### src/tile_regs_pkg.sv
// Constants for the tile control and debug register bank.
// Assumes an APB3 master on the register side and a single 250 MHz clock.
// Functional notes
// - RAM base resets to 0x00040000
// - RAM base bits 31:2 writable, bits 31:16 give address top
// - Vector address: base top half, event vector low
// - Vector base writable 31:18, rest read zero
// - Control 25:18 delays media transmit data in cycles
// - Media clock high at divider value, low at half
// - Control bit 8 enables media ports
// - Dynamic mode engages divider only when all paused
// - Control bit 4 enables low-power clock divider
// - Status bit 7 shows fast issue mode
// - Status bit 6 shows thread paused waiting
// - Status bit 4 shows kernel mode
// - Status bit 3 shows interrupt handler active
// - Status bit 2 shows event enabling sequence
// - Status bit 1 permits thread interrupts
// - Status bit 0 permits thread events
// - Status bit 9 selects entry mode, 8 reports current
// - Debugger entry captures saved program counter
// - Debugger entry captures saved stack pointer

`default_nettype none

package tile_regs_pkg;

    // Register indices; byte address is four times the index
    localparam logic [7:0] IDX_RAM_BASE = 8'h00;
    localparam logic [7:0] IDX_VECTOR_BASE = 8'h01;
    localparam logic [7:0] IDX_TILE_CONTROL = 8'h02;
    localparam logic [7:0] IDX_DBG_STATUS = 8'h10;
    localparam logic [7:0] IDX_DBG_PC = 8'h11;
    localparam logic [7:0] IDX_DBG_SP = 8'h12;

    // Reset values
    localparam logic [31:0] RST_RAM_BASE = 32'h0004_0000;
    localparam logic [31:0] RST_VECTOR_BASE = 32'h0000_0000;
    localparam logic [31:0] RST_TILE_CONTROL = 32'h0000_0000;
    localparam logic [31:0] RST_DBG = 32'h0000_0000;

    // Writable bits per register
    localparam logic [31:0] WMASK_RAM_BASE = 32'hffff_fffc;
    localparam logic [31:0] WMASK_VECTOR_BASE = 32'hfffc_0000;
    localparam logic [31:0] WMASK_TILE_CONTROL = 32'h03ff_ff30;
    localparam logic [31:0] WMASK_DBG_STATUS = 32'h0000_06df;

    // Tile control fields
    localparam int CTL_DELAY_LSB = 18;
    localparam int CTL_DELAY_W = 8;
    localparam int CTL_DIV_LSB = 9;
    localparam int CTL_DIV_W = 9;
    localparam int CTL_MEDIA_EN = 8;
    localparam int CTL_DYNAMIC = 5;
    localparam int CTL_LP_EN = 4;

    // Saved status word fields
    localparam int SSW_W = 11;
    localparam int SSW_ENTRY_MODE = 9;
    localparam int SSW_ISSUE_MODE = 8;
    localparam int SSW_FAST = 7;
    localparam int SSW_PAUSED = 6;
    localparam int SSW_KERNEL = 4;
    localparam int SSW_IRQ_HANDLER = 3;
    localparam int SSW_EVT_SEQ = 2;
    localparam int SSW_IRQ_EN = 1;
    localparam int SSW_EVT_EN = 0;

    // Address split for the vector and RAM address builders
    localparam int ADDR_HALF = 16;

endpackage : tile_regs_pkg

`default_nettype wire

### src/tile_control_debug_regs.sv
// Tile control and debug register bank with media clock and delay logic.
// Assumes an APB3 master, pclk standing in for the PLL output, and
// thread-state inputs synchronous to pclk.
`timescale 1ns/1ps
`default_nettype none

module tile_control_debug_regs #(
    parameter int ADDR_W = 8,
    parameter int MDATA_W = 4
) (
    // APB slave
    input wire logic pclk,
    input wire logic presetn,
    input wire logic psel,
    input wire logic penable,
    input wire logic pwrite,
    input wire logic [ADDR_W-1:0] paddr,
    input wire logic [31:0] pwdata,
    output logic [31:0] prdata,
    output logic pready,
    output logic pslverr,
    // RAM address builder
    input wire logic [15:0] ram_offset,
    output logic [31:0] ram_addr,
    // Event and interrupt vectoring
    input wire logic event_req,
    input wire logic [15:0] event_vector,
    output logic [31:0] vector_addr,
    output logic vector_valid,
    // Media port transmit side
    input wire logic [MDATA_W-1:0] media_tx_data_in,
    output logic [MDATA_W-1:0] media_tx_data,
    output logic media_tx_clk,
    output logic media_ports_en,
    // Low-power clock divider
    input wire logic all_threads_paused,
    output logic lp_divider_active,
    // Thread state and debugger entry
    input wire logic debug_entry,
    input wire logic kernel_entry,
    input wire logic [tile_regs_pkg::SSW_W-1:0] saved_status_word,
    input wire logic [31:0] saved_program_counter,
    input wire logic [31:0] saved_stack_pointer,
    output logic issue_mode_bit,
    output logic thread_irq_en,
    output logic thread_evt_en
);

    localparam int SSW_W_P = tile_regs_pkg::SSW_W;
    localparam int DLY_W = tile_regs_pkg::CTL_DELAY_W;
    localparam int DIV_W = tile_regs_pkg::CTL_DIV_W;
    localparam int DEPTH = (1 << DLY_W) - 1;

    // Map a byte address onto a register index; odd lanes never hit
    function automatic logic [7:0] reg_index(input logic [ADDR_W-1:0] a);
        logic [ADDR_W-1:0] w;
        w = a >> 2;
        reg_index = w[7:0];
    endfunction : reg_index

    function automatic logic addr_hit(input logic [ADDR_W-1:0] a);
        logic [7:0] i;
        i = reg_index(a);
        addr_hit = (a[1:0] == 2'h0) && (
            i == tile_regs_pkg::IDX_RAM_BASE ||
            i == tile_regs_pkg::IDX_VECTOR_BASE ||
            i == tile_regs_pkg::IDX_TILE_CONTROL ||
            i == tile_regs_pkg::IDX_DBG_STATUS ||
            i == tile_regs_pkg::IDX_DBG_PC ||
            i == tile_regs_pkg::IDX_DBG_SP);
    endfunction : addr_hit

    // Masked update keeps read-only bits at their stored value
    function automatic logic [31:0] merge(input logic [31:0] old_v,
                                          input logic [31:0] new_v,
                                          input logic [31:0] mask);
        merge = (old_v & ~mask) | (new_v & mask);
    endfunction : merge

    logic [31:0] ram_base_q;
    logic [31:0] vector_base_q;
    logic [31:0] tile_control_q;
    logic [31:0] dbg_status_q;
    logic [31:0] dbg_pc_q;
    logic [31:0] dbg_sp_q;
    logic [31:0] prdata_q;
    logic pready_q;
    logic pslverr_q;
    logic [31:0] ram_addr_q;
    logic [31:0] vector_addr_q;
    logic vector_valid_q;
    logic [DIV_W-1:0] div_cnt_q;
    logic media_clk_q;
    logic [MDATA_W-1:0] media_data_q;
    logic lp_active_q;
    logic issue_mode_q;
    logic [MDATA_W-1:0] delay_line [0:DEPTH-1];

    logic access;
    logic commit_wr;
    logic [7:0] idx;
    logic [31:0] rdata_d;
    logic [DLY_W-1:0] tx_delay;
    logic [DIV_W-1:0] tx_div;
    logic media_en;

    assign idx = reg_index(paddr);
    assign access = psel && penable && !pready_q;
    // Write lands only on the edge that completes the transfer
    assign commit_wr = psel && penable && pready_q && pwrite && addr_hit(paddr);
    assign tx_delay = tile_control_q[tile_regs_pkg::CTL_DELAY_LSB +: DLY_W];
    assign tx_div = tile_control_q[tile_regs_pkg::CTL_DIV_LSB +: DIV_W];
    assign media_en = tile_control_q[tile_regs_pkg::CTL_MEDIA_EN];

    // Read mux; issue mode bit is live, bit 5 and 31:11 are zero
    always_comb begin
        rdata_d = 32'h0000_0000;
        unique case (idx)
            tile_regs_pkg::IDX_RAM_BASE: rdata_d = ram_base_q;
            tile_regs_pkg::IDX_VECTOR_BASE: rdata_d = vector_base_q;
            tile_regs_pkg::IDX_TILE_CONTROL: rdata_d = tile_control_q;
            tile_regs_pkg::IDX_DBG_STATUS: begin
                rdata_d = dbg_status_q & tile_regs_pkg::WMASK_DBG_STATUS;
                rdata_d[tile_regs_pkg::SSW_ISSUE_MODE] = issue_mode_q;
            end
            tile_regs_pkg::IDX_DBG_PC: rdata_d = dbg_pc_q;
            tile_regs_pkg::IDX_DBG_SP: rdata_d = dbg_sp_q;
            default: rdata_d = 32'h0000_0000;
        endcase
        if (!addr_hit(paddr)) begin
            rdata_d = 32'h0000_0000;
        end
    end

    // One wait state: pready rises the cycle after the access phase opens
    always_ff @(posedge pclk or negedge presetn) begin
        if (!presetn) begin
            pready_q <= 1'b0;
            pslverr_q <= 1'b0;
            prdata_q <= 32'h0000_0000;
        end else if (access) begin
            pready_q <= 1'b1;
            pslverr_q <= !addr_hit(paddr);
            prdata_q <= pwrite ? 32'h0000_0000 : rdata_d;
        end else begin
            pready_q <= 1'b0;
            pslverr_q <= 1'b0;
            prdata_q <= 32'h0000_0000;
        end
    end

    always_ff @(posedge pclk or negedge presetn) begin
        if (!presetn) begin
            ram_base_q <= tile_regs_pkg::RST_RAM_BASE;
        end else if (commit_wr && idx == tile_regs_pkg::IDX_RAM_BASE) begin
            ram_base_q <= merge(ram_base_q, pwdata, tile_regs_pkg::WMASK_RAM_BASE);
        end
    end

    always_ff @(posedge pclk or negedge presetn) begin
        if (!presetn) begin
            vector_base_q <= tile_regs_pkg::RST_VECTOR_BASE;
        end else if (commit_wr && idx == tile_regs_pkg::IDX_VECTOR_BASE) begin
            vector_base_q <= merge(vector_base_q, pwdata,
                                   tile_regs_pkg::WMASK_VECTOR_BASE);
        end
    end

    always_ff @(posedge pclk or negedge presetn) begin
        if (!presetn) begin
            tile_control_q <= tile_regs_pkg::RST_TILE_CONTROL;
        end else if (commit_wr && idx == tile_regs_pkg::IDX_TILE_CONTROL) begin
            tile_control_q <= merge(tile_control_q, pwdata,
                                    tile_regs_pkg::WMASK_TILE_CONTROL);
        end
    end

    // Debugger entry beats a software write in the same cycle
    always_ff @(posedge pclk or negedge presetn) begin
        if (!presetn) begin
            dbg_status_q <= tile_regs_pkg::RST_DBG;
        end else if (debug_entry) begin
            dbg_status_q <= {21'h0, saved_status_word}
                            & tile_regs_pkg::WMASK_DBG_STATUS;
        end else if (commit_wr && idx == tile_regs_pkg::IDX_DBG_STATUS) begin
            dbg_status_q <= merge(dbg_status_q, pwdata,
                                  tile_regs_pkg::WMASK_DBG_STATUS);
        end
    end

    always_ff @(posedge pclk or negedge presetn) begin
        if (!presetn) begin
            dbg_pc_q <= tile_regs_pkg::RST_DBG;
        end else if (debug_entry) begin
            dbg_pc_q <= saved_program_counter;
        end else if (commit_wr && idx == tile_regs_pkg::IDX_DBG_PC) begin
            dbg_pc_q <= pwdata;
        end
    end

    always_ff @(posedge pclk or negedge presetn) begin
        if (!presetn) begin
            dbg_sp_q <= tile_regs_pkg::RST_DBG;
        end else if (debug_entry) begin
            dbg_sp_q <= saved_stack_pointer;
        end else if (commit_wr && idx == tile_regs_pkg::IDX_DBG_SP) begin
            dbg_sp_q <= pwdata;
        end
    end

    // Kernel entry adopts the issue mode chosen by status bit 9
    always_ff @(posedge pclk or negedge presetn) begin
        if (!presetn) begin
            issue_mode_q <= 1'b0;
        end else if (kernel_entry) begin
            issue_mode_q <= dbg_status_q[tile_regs_pkg::SSW_ENTRY_MODE];
        end
    end

    // Address builders
    always_ff @(posedge pclk or negedge presetn) begin
        if (!presetn) begin
            ram_addr_q <= 32'h0000_0000;
        end else begin
            ram_addr_q <= {ram_base_q[31:tile_regs_pkg::ADDR_HALF], ram_offset};
        end
    end

    always_ff @(posedge pclk or negedge presetn) begin
        if (!presetn) begin
            vector_addr_q <= 32'h0000_0000;
            vector_valid_q <= 1'b0;
        end else begin
            vector_valid_q <= event_req;
            if (event_req) begin
                vector_addr_q <= {vector_base_q[31:tile_regs_pkg::ADDR_HALF],
                                  event_vector};
            end
        end
    end

    // Media transmit clock; divider value holds ratio minus one
    always_ff @(posedge pclk or negedge presetn) begin
        if (!presetn) begin
            div_cnt_q <= '0;
            media_clk_q <= 1'b0;
        end else if (!media_en) begin
            div_cnt_q <= '0;
            media_clk_q <= 1'b0;
        end else begin
            div_cnt_q <= (div_cnt_q >= tx_div) ? '0 : div_cnt_q + 1'b1;
            if (div_cnt_q == tx_div) begin
                media_clk_q <= 1'b1;
            end else if (div_cnt_q == (tx_div >> 1)) begin
                media_clk_q <= 1'b0;
            end
        end
    end

    // Delay line holds no reset; stale words only appear in the first tx_delay cycles after reset
    always_ff @(posedge pclk) begin
        delay_line[0] <= media_tx_data_in;
        for (int i = 1; i < DEPTH; i++) begin
            delay_line[i] <= delay_line[i-1];
        end
    end

    always_ff @(posedge pclk or negedge presetn) begin
        if (!presetn) begin
            media_data_q <= '0;
        end else if (!media_en) begin
            media_data_q <= '0;
        end else if (tx_delay == '0) begin
            media_data_q <= media_tx_data_in;
        end else begin
            media_data_q <= delay_line[tx_delay - 1'b1];
        end
    end

    // Low-power divider engage; static mode keeps it on continuously
    always_ff @(posedge pclk or negedge presetn) begin
        if (!presetn) begin
            lp_active_q <= 1'b0;
        end else begin
            lp_active_q <= tile_control_q[tile_regs_pkg::CTL_LP_EN] &&
                           (!tile_control_q[tile_regs_pkg::CTL_DYNAMIC] ||
                            all_threads_paused);
        end
    end

    assign prdata = prdata_q;
    assign pready = pready_q;
    assign pslverr = pslverr_q;
    assign ram_addr = ram_addr_q;
    assign vector_addr = vector_addr_q;
    assign vector_valid = vector_valid_q;
    assign media_tx_clk = media_clk_q;
    assign media_tx_data = media_data_q;
    assign media_ports_en = tile_control_q[tile_regs_pkg::CTL_MEDIA_EN];
    assign lp_divider_active = lp_active_q;
    assign issue_mode_bit = issue_mode_q;
    assign thread_irq_en = dbg_status_q[tile_regs_pkg::SSW_IRQ_EN];
    assign thread_evt_en = dbg_status_q[tile_regs_pkg::SSW_EVT_EN];

endmodule : tile_control_debug_regs

`default_nettype wire

### config.mk
export PLATFORM = sky130hd
export DESIGN_NAME = tile_control_debug_regs
export DESIGN_NICKNAME = d
export VERILOG_FILES = /design/src/tile_regs_pkg.sv /design/src/tile_control_debug_regs.sv
export SDC_FILE = /design/constraint.sdc
export NUM_CORES = 1
export LEC_CHECK = 0
export BUFFER_PORTS_ARGS = -buffer_cell sky130_fd_sc_hd__buf_2
export CAP_MARGIN = 30
export CORE_MARGIN = 2
export CORE_UTILIZATION = 53
export DETAILED_ROUTE_END_ITERATION = 8
export GPL_TIMING_DRIVEN = 0
export PLACE_DENSITY_LB_ADDON = 0.25
export SYNTH_ARGS = -nofsm -noshare
export SYNTH_HDL_FRONTEND = slang
export SYNTH_SLANG_ARGS = --single-unit
### constraint.sdc
create_clock -name pclk -period 3.2 [get_ports pclk]
set_input_delay 0.64 -clock pclk [delete_from_list [all_inputs] [get_ports pclk]]
set_output_delay 0.64 -clock pclk [all_outputs]
set_load 0.02 [all_outputs]
==> metrics.md, run 1 <==
| Metric | Value |
|---|---|
| Status | finished, final reports clean |
| Final WS setup | 0.03091 ns |
| Synth Warn # | 0 |
| Commonest cells after routing, fill and taps aside | dfxtp_1 (1020), mux4_2 (308), buf_2 (271), dfrtp_1 (249), clkbuf_16 (133) |
| Area grow syn2layout | 20.37% |
| Final Instance Area | ~0.047 mm² |
| Starting density of the core | 53.58% |
| First-pass GRT wire length | 139.3 mm |
| Fmax | 315.5 MHz |
| Pwr/cell area | between 600 and 700 mW/mm² |
| CTS Sinks | 1270 |
| Total Power | 31.17 mW |
| Tot GR Track Use | 24.60% |
| Critical Path Source Type | flip-flop |
| Post-detail-place hpwl | ~64 mm |
| Async S/R FF share, synth | 19.69% |
| DRT antenna net count | 0 |
| Core box area | 0.07296 mm² |
| Largest net degree at the start of global routing | 103 |
| Post-synth EDFFs | 0 |
| Share of cells above drive strength 1 | 35.20% |
| CP arrival | 3.73 ns |
| Setup Viol. Count Final | 0 |
| Clock Pin Slew Worst Setup and Hold Paths | 0.06 ns |
| Yosys cell types | 52 |
| CTS Root Cell | clkbuf_16 |
| Worst-Margin Slew | around 1.1 ns |
| Synth Register Bits | 1270 |
| TritonCTS clock tree | done |
| Final wirelength | 93.93 mm |
| Sequential cell area fraction in the yosys report | 68.24% |
| Final Net Count | around 3000 |
| Area post-placement | 0.04178 mm² |
| Initial antenna violation count | 9 |
| Rows | 99 |
| Routed vias | approximately 22000 |
| Crit path capture type | flip-flop |
| RD Place Congestion | 0.9002 |
| CP Max Fanout | 6 |
| Crit share post-route | slightly below 100% |
| Type of the worst min-delay path | input pin to flip-flop |
| # Max-Cap Violations | 0 |
| Critical Path RT | approximately 3.8 ns |
| Placed cells | 3606 |
| Area contributors post-synth | dfxtp_1 (52%), mux4_2 (18%), dfrtp_1 (16%), mux2_2 (2.8%), mux2i_1 (2.7%) |
| Residual DRC | 0 |
| Clk_lat worst skew | 0.70 ns |
| Die area | 0.07595 mm² |
| Grt total ovfl | 0 |
| Routed WL per cell | 24.34 µm |
| Leakage power | 19.32 nW |
| R2R Path Start | tile_control_q[18]$_DFFE_PN0P_ |
| Vias in the first global route | roughly 23000 |
| Most common cell after layout, fill and taps aside | dfxtp_1 |
| Crit path time final | 3.169 ns |
| Worst Hold Launch | ram_offset[1] |
| Critical path class | flip-flop to flip-flop |
| CTS H-tree lvls | 3 |
| Flop2flop setup slack | 0.03 ns |
| Num ports | approximately 270 |
| Chip Height | 275.6 µm |
| Number of CTS-inserted buffers | 115 |
| Final cell count without fillers | 3859 |
| Slew headroom | 28.33% |
| CP startpoint | tile_control_q[18]$_DFFE_PN0P_ |
| Iteration-0 DRC Markers | 1806 |
| Cell count after synthesis | 2379 |
| Final hold violations | 0 |
| Vias per Instance | 5.653 |
| CTS Buffer Depth | 3 |
| Share of the synthesized area in the top cell type | 52.23% |
| Top FF cell, synth | dfxtp_1 |
| Worst slack, placed | -1.837 ns |
| Worst vdd ir | about 0.83 mV |
| Max Slew Vio Count | 0 |
| Final Core Density | 64.50% |
| Clk_skew | about 0.065 ns |
| Die W | 275.6 µm |
| First drt pass iteration count | 6 |
| Mapped cell area | 0.03909 mm² |
| Synthesized area per cell | 16.43 µm² |
| Synth area leader | dfxtp_1 |
| Port bufs | 261 |
[worst max-delay path, stage by stage, from the launching register on]
cell	delay (ns)
dfrtp_1	0.41
buf_12	0.15
buf_12	0.14
inv_8	0.05
ha_4	0.21
buf_12	0.14
buf_12	0.14
clkbuf_16	0.17
buf_4	0.13
mux4_2	0.27
mux4_2	0.48
mux2i_1	0.17
mux2_4	0.21
a32oi_2	0.05
and4b_1	0.30
[repair_timing]
action / in CTS / in global routing
gates resized for setup: 129 / 50
gates cloned: 6 / 2
endpoints found under the setup margin: 4 / 4
hold buffers: 1 / 0
pin swaps: 12 / 16
hold endpoints to repair: 52 / 0
setup buffers: 18 / 6
[flip-flops by register name, summed over array words and instances (netlist names), 4 cells and up]
name            cells
tile_control_q     20
dbg_status_q        9
div_cnt_q           9
dbg_pc_q           32
ram_addr           32
vector_addr        30
delay_line       1020
prdata             32
vector_base_q      14
dbg_sp_q           32
ram_base_q         30
media_tx_data       4
[synth_stat cells (3+ instances only)]
| cell type | n |
|---|---|
| o21ai_0 | 78 |
| a22oi_1 | 70 |
| mux2_2 | 96 |
| inv_1 | 15 |
| nand3_1 | 20 |
| nor2_1 | 22 |
| xor2_1 | 8 |
| a221oi_1 | 3 |
| a31oi_1 | 12 |
| a21o_1 | 3 |
| a222oi_1 | 4 |
| and4_1 | 3 |
| xnor2_1 | 12 |
| buf_2 | 28 |
| nand4_1 | 3 |
| o2111ai_1 | 4 |
| buf_4 | 15 |
| nand2b_1 | 5 |
| nand2_1 | 109 |
| a211oi_1 | 19 |
| dfrtp_1 | 249 |
| buf_6 | 6 |
| dfxtp_1 | 1020 |
| a21oi_1 | 31 |
| mux2i_1 | 104 |
| ha_1 | 12 |
| clkbuf_1 | 71 |
| nor3_1 | 9 |
| mux4_2 | 308 |
| buf_1 | 13 |
[metrics by stage]
stage / hold slack [ns] / setup TNS [ns]
2_1_floorplan: 0.3259 / 0
3_3_place_gp: 0.3275 / -702.62
3_5_place_dp: 0.3309 / -19.52
4_1_cts: 0.07124 / -0.2638
5_1_grt: 0.06905 / -0.04838
6_report: 0.1052 / 0
[power breakdown]
group          switching, mW  internal (mW)  leakage (nW)
registers              0.128           16.1          11.6
logic                  0.346          0.254          5.75
clock network           5.97           8.36          2.00
[area by class of cell]
class	count	area [µm²]
diodes	8	20.02
plain buffers	131	1204
clock buffers	171	3441
clock inverters	43	618.1
fillers	5096	25900
inverters	15	63.81
multi-input cells	962	12010
flip-flops and latches	1270	26680
well taps	959	1200
repair buffers	300	1821
[cells by family after synthesis]
logic type / Yosys count / share of synthesized area (%)
simple gates: 184 / 2.084
mux: 508 / 23.17
buf+inv: 148 / 1.770
fa+ha+maj: 12 / 0.3841
flops: 1270 / 68.24
compound gates: 234 / 3.812
other cells: 1 / 0.009592
xor+xnor: 22 / 0.5313
[metal layers]
metal | global-route usage (%) | vias to the layer above | routed length [µm]
met4 | 10.40 | 2 | 3761
met2 | 39.66 | 676 | 45120
met3 | 3.932 | 200 | 4848
met1 | 33.44 | 11330 | 40180
li1 | - | 9605 | -
met5 | 0 | - | 20
[final timing paths]
path,endpoint,cells after the start
max in group asynchronous,ram_base_q[18]$_DFFE_PN1P_,4
worst max register to register,media_tx_data[2]$_DFF_PN0_,14
worst min-delay path,ram_addr[1]$_DFF_PN0_,1
worst max-delay path,media_tx_data[2]$_DFF_PN0_,14
min in group asynchronous,dbg_status_q[6]$_DFFE_PN0P_,2
worst min register to register,delay_line[243][2]$_DFF_P_,0
Note: power is estimated with default switching activity, not from simulation.
==> run 2, diff against run 1 <==
--- a/config.mk
+++ b/config.mk
@@ -11,6 +11,7 @@
 export CORE_UTILIZATION = 53
 export DETAILED_ROUTE_END_ITERATION = 8
 export GPL_TIMING_DRIVEN = 0
+export MAX_ROUTING_LAYER = met4
 export PLACE_DENSITY_LB_ADDON = 0.25
 export SYNTH_ARGS = -nofsm -noshare
 export SYNTH_HDL_FRONTEND = slang
==> metrics.md, run 2 (synthesis gave the netlist of run 1 again) <==
| Metric | Value |
|---|---|
| # Max-Cap Violations | 0 (unchanged) |
| Leakage power | 19.37 nW (+0.25%) |
| Worst-Margin Slew | 0.9823 ns (-0.09272 ns) |
| Iteration-0 DRC Markers | 1582 (-12%) |
| Final cell count without fillers | 3883 (+0.62%) |
| Clock power frac | 46.1% (about the same) |
| Die W | 275.6 µm (unchanged) |
| First-pass GRT wire length | 139.4 mm (about the same) |
| RD Place Congestion | 0.9185 (+2.0%) |
| CTS Sinks | 1270 (unchanged) |
| Tot GR Track Use | 25.39% (+0.78 points) |
| Sw Ratio | 20.56% (-0.12 points) |
| Clk_lat worst skew | 0.69 ns (about the same) |
| Worst slack, placed | -1.766 ns (+0.07124 ns) |
| Post-detail-place hpwl | 63.92 mm (+0.32%) |
| Final hold violations | 0 (unchanged) |
| Vias per Instance | 5.654 (about the same) |
| Type of the worst min-delay path | input pin to flip-flop |
| Unrepaired setup endpoints after global routing | false |
| Starting density of the core | 53.58% (unchanged) |
| Final Instance Area | 0.04695 mm² (-0.24%) |
| Final WS setup | 0.08335 ns (+0.05243 ns) |
| Comb power frac | 1.9% (about the same) |
| DRT antenna net count | 0 (unchanged) |
| Worst vdd ir | 0.5979 mV (-28%) |
| CP bufs+invs | 6 (-1) |
| Final wirelength | 94.38 mm (+0.48%) |
| Core box area | 0.07296 mm² (unchanged) |
| Sw power | 6.426 mW (-0.28%) |
| Most flops, register | delay_line |
| Rows | 99 (unchanged) |
| Grt total ovfl | 0 (unchanged) |
| Fmax | 320.9 MHz (+1.7%) |
| Num ports | 269 (unchanged) |
| Vias in the first global route | 22960 (-0.73%) |
| Sequential share of power | 51.9% (-0.2 points) |
| Max Slew Vio Count | 0 (unchanged) |
| Metal3 WL | 5.035 mm (+3.9%) |
| CTS Buffer Depth | 3 (unchanged) |
| First drt pass iteration count | 6 (unchanged) |
| CTS Root Cell | clkbuf_16 |
| Area post-placement | 0.04178 mm² (unchanged) |
| Critical Path RT | 3.77 ns (about the same) |
| CP max stage delay | 0.49 ns (about the same) |
| Crit share post-route | 97.40% (-1.6 points) |
| Final Net Count | 2983 (+0.54%) |
| Routed vias | 21960 (+0.64%) |
| Routed WL per cell | 24.31 µm (-0.14%) |
| Initial antenna violation count | 13 (+4) |
| Area grow syn2layout | 20.08% |
| Crit path time final | 3.117 ns (-0.05243 ns) |
| Status | finished, final reports clean |
| CTS H-tree lvls | 3 (unchanged) |
| Crit path capture type | flip-flop |
| Port bufs | 261 (unchanged) |
| Residual DRC | 0 (unchanged) |
| Hold_ws | 0.06597 ns (-0.03925 ns) |
| Setup Viol. Count Final | 0 (unchanged) |
| Commonest cells after routing, fill and taps aside | dfxtp_1 (1020), mux4_2 (308), buf_2 (280), dfrtp_1 (248), clkbuf_16 (133) |
| Critical-path cell list | buf_12, buf_12, inv_4, ha_4, buf_6, buf_12, clkbuf_16, mux4_2, mux4_2, mux2i_1, o2111ai_2, and4_1 |
| Share of cells above drive strength 1 | 34.82% (-0.38 points) |
| Met2 Wirelength | 46.78 mm (+3.7%) |
| Int Power | 24.83 mW (+0.44%) |
| Clock Pin Slew Worst Setup and Hold Paths | 0.06 ns (about the same) |
| Worst path slowest cell | mux4_2 |
| Critical path class | flip-flop to flip-flop |
| Final Core Density | 64.34% (-0.15 points) |
| Largest net degree at the start of global routing | 127 (+23%) |
| Number of CTS-inserted buffers | 117 (+1.7%) |
| Met1 WL | 40.30 mm (+0.29%) |
| Most numerous cell on the critical path | buf_12 |
| TritonCTS clock tree | done |
| Clk_skew | 0.04020 ns (-0.02467 ns) |
| Critical Path Source Type | flip-flop |
| Most common cell after layout, fill and taps aside | dfxtp_1 |
| Pwr/cell area | 665.9 mW/mm² (+0.53%) |
| Critical path's top delay family | multiplexers |
| Chip Height | 275.6 µm (unchanged) |
| CP arrival | 3.69 ns (-0.04 ns) |
| Die area | 0.07595 mm² (unchanged) |
| Max Used Layer | met4 |
| Slew headroom | 34.51% (+6.2 points) |
| Number of flip-flops in the largest register | 1020 (unchanged) |
| CP Max Fanout | 8 (+2) |
| Fillers | 5135 (+0.77%) |
| Placed cells | 3606 (unchanged) |
==> run 2: stage by stage <==
| step | TNS, ns | total power [mW] |
|---|---|---|
| 2_1_floorplan | 0 | 16.81 |
| 3_3_place_gp | -707.69 | 17.12 |
| 3_5_place_dp | -23.27 | 17.17 |
| 4_1_cts | -0.01258 | 31.46 |
| 5_1_grt | 0 | 32.21 |
| 6_report | 0 | 31.26 |
==> run 2: layer usage <==
metal	GRT usage, %	vias up
li1	-	9637
met1	33.51	11460
met2	40.63	713
met3	3.950	149
met4	8.151	0
met5	-	-
==> run 2: cell type report <==
type | instances | area, µm² | share of cell area, %
sequential | 1270 | 26680 | 56.83
inverter | 15 | 58.81 | 0.1253
buffer | 130 | 1125 | 2.396
clock buffer | 177 | 3458 | 7.367
tap | 959 | 1200 | 2.556
antenna | 12 | 30.03 | 0.06397
timing repair buffer | 315 | 1851 | 3.942
multi-input combinational | 962 | 11920 | 25.38
clock inverter | 43 | 629.4 | 1.341
==> run 2: timing repair <==
item / CTS / global route
gates resized for setup: 115 / 35
hold buffers: 1 / 0
pin swaps: 12 / 11
setup endpoints to repair: 4 / 4
endpoints found under the hold margin: 24 / 0
buffers inserted: 19 / 24
cloned: 1 / 3
==> run 2: worst reg2reg max path, cell delays in order (launching register included) <==
cell and delay (ns):
dfrtp_2 0.40, buf_12 0.14, buf_12 0.12, inv_4 0.04, ha_4 0.35, buf_6 0.13
buf_12 0.14, clkbuf_16 0.18, mux4_2 0.31, mux4_2 0.49, mux2i_1 0.20, o2111ai_2 0.23
and4_1 0.31
==> run 2: power by group through the flow <==
stage | registers, mW | logic (mW) | clock network [mW]
2_1_floorplan | 16.6 | 0.230 | 0
4_1_cts | 16.2 | 0.604 | 14.6
3_3_place_gp | 16.6 | 0.568 | 0
6_report | 16.2 | 0.603 | 14.4
3_5_place_dp | 16.6 | 0.595 | 0
5_1_grt | 16.3 | 0.656 | 15.3
==> run 2: worst paths after layout <==
check | startpoint | to | slack, ns | depth (start not counted)
worst max-delay path | tile_control_q[18]$_DFFE_PN0P_ | media_tx_data[0]$_DFF_PN0_ | 0.08 | 12
worst min-delay path | ram_offset[1] | ram_addr[1]$_DFF_PN0_ | 0.07 | 1
worst max register to register | tile_control_q[18]$_DFFE_PN0P_ | media_tx_data[0]$_DFF_PN0_ | 0.08 | 12
worst min register to register | delay_line[157][3]$_DFF_P_ | delay_line[158][3]$_DFF_P_ | 0.32 | 0
max in group asynchronous | presetn | tile_control_q[18]$_DFFE_PN0P_ | 1.42 | 4
min in group asynchronous | presetn | dbg_pc_q[7]$_DFFE_PN0P_ | 0.41 | 2
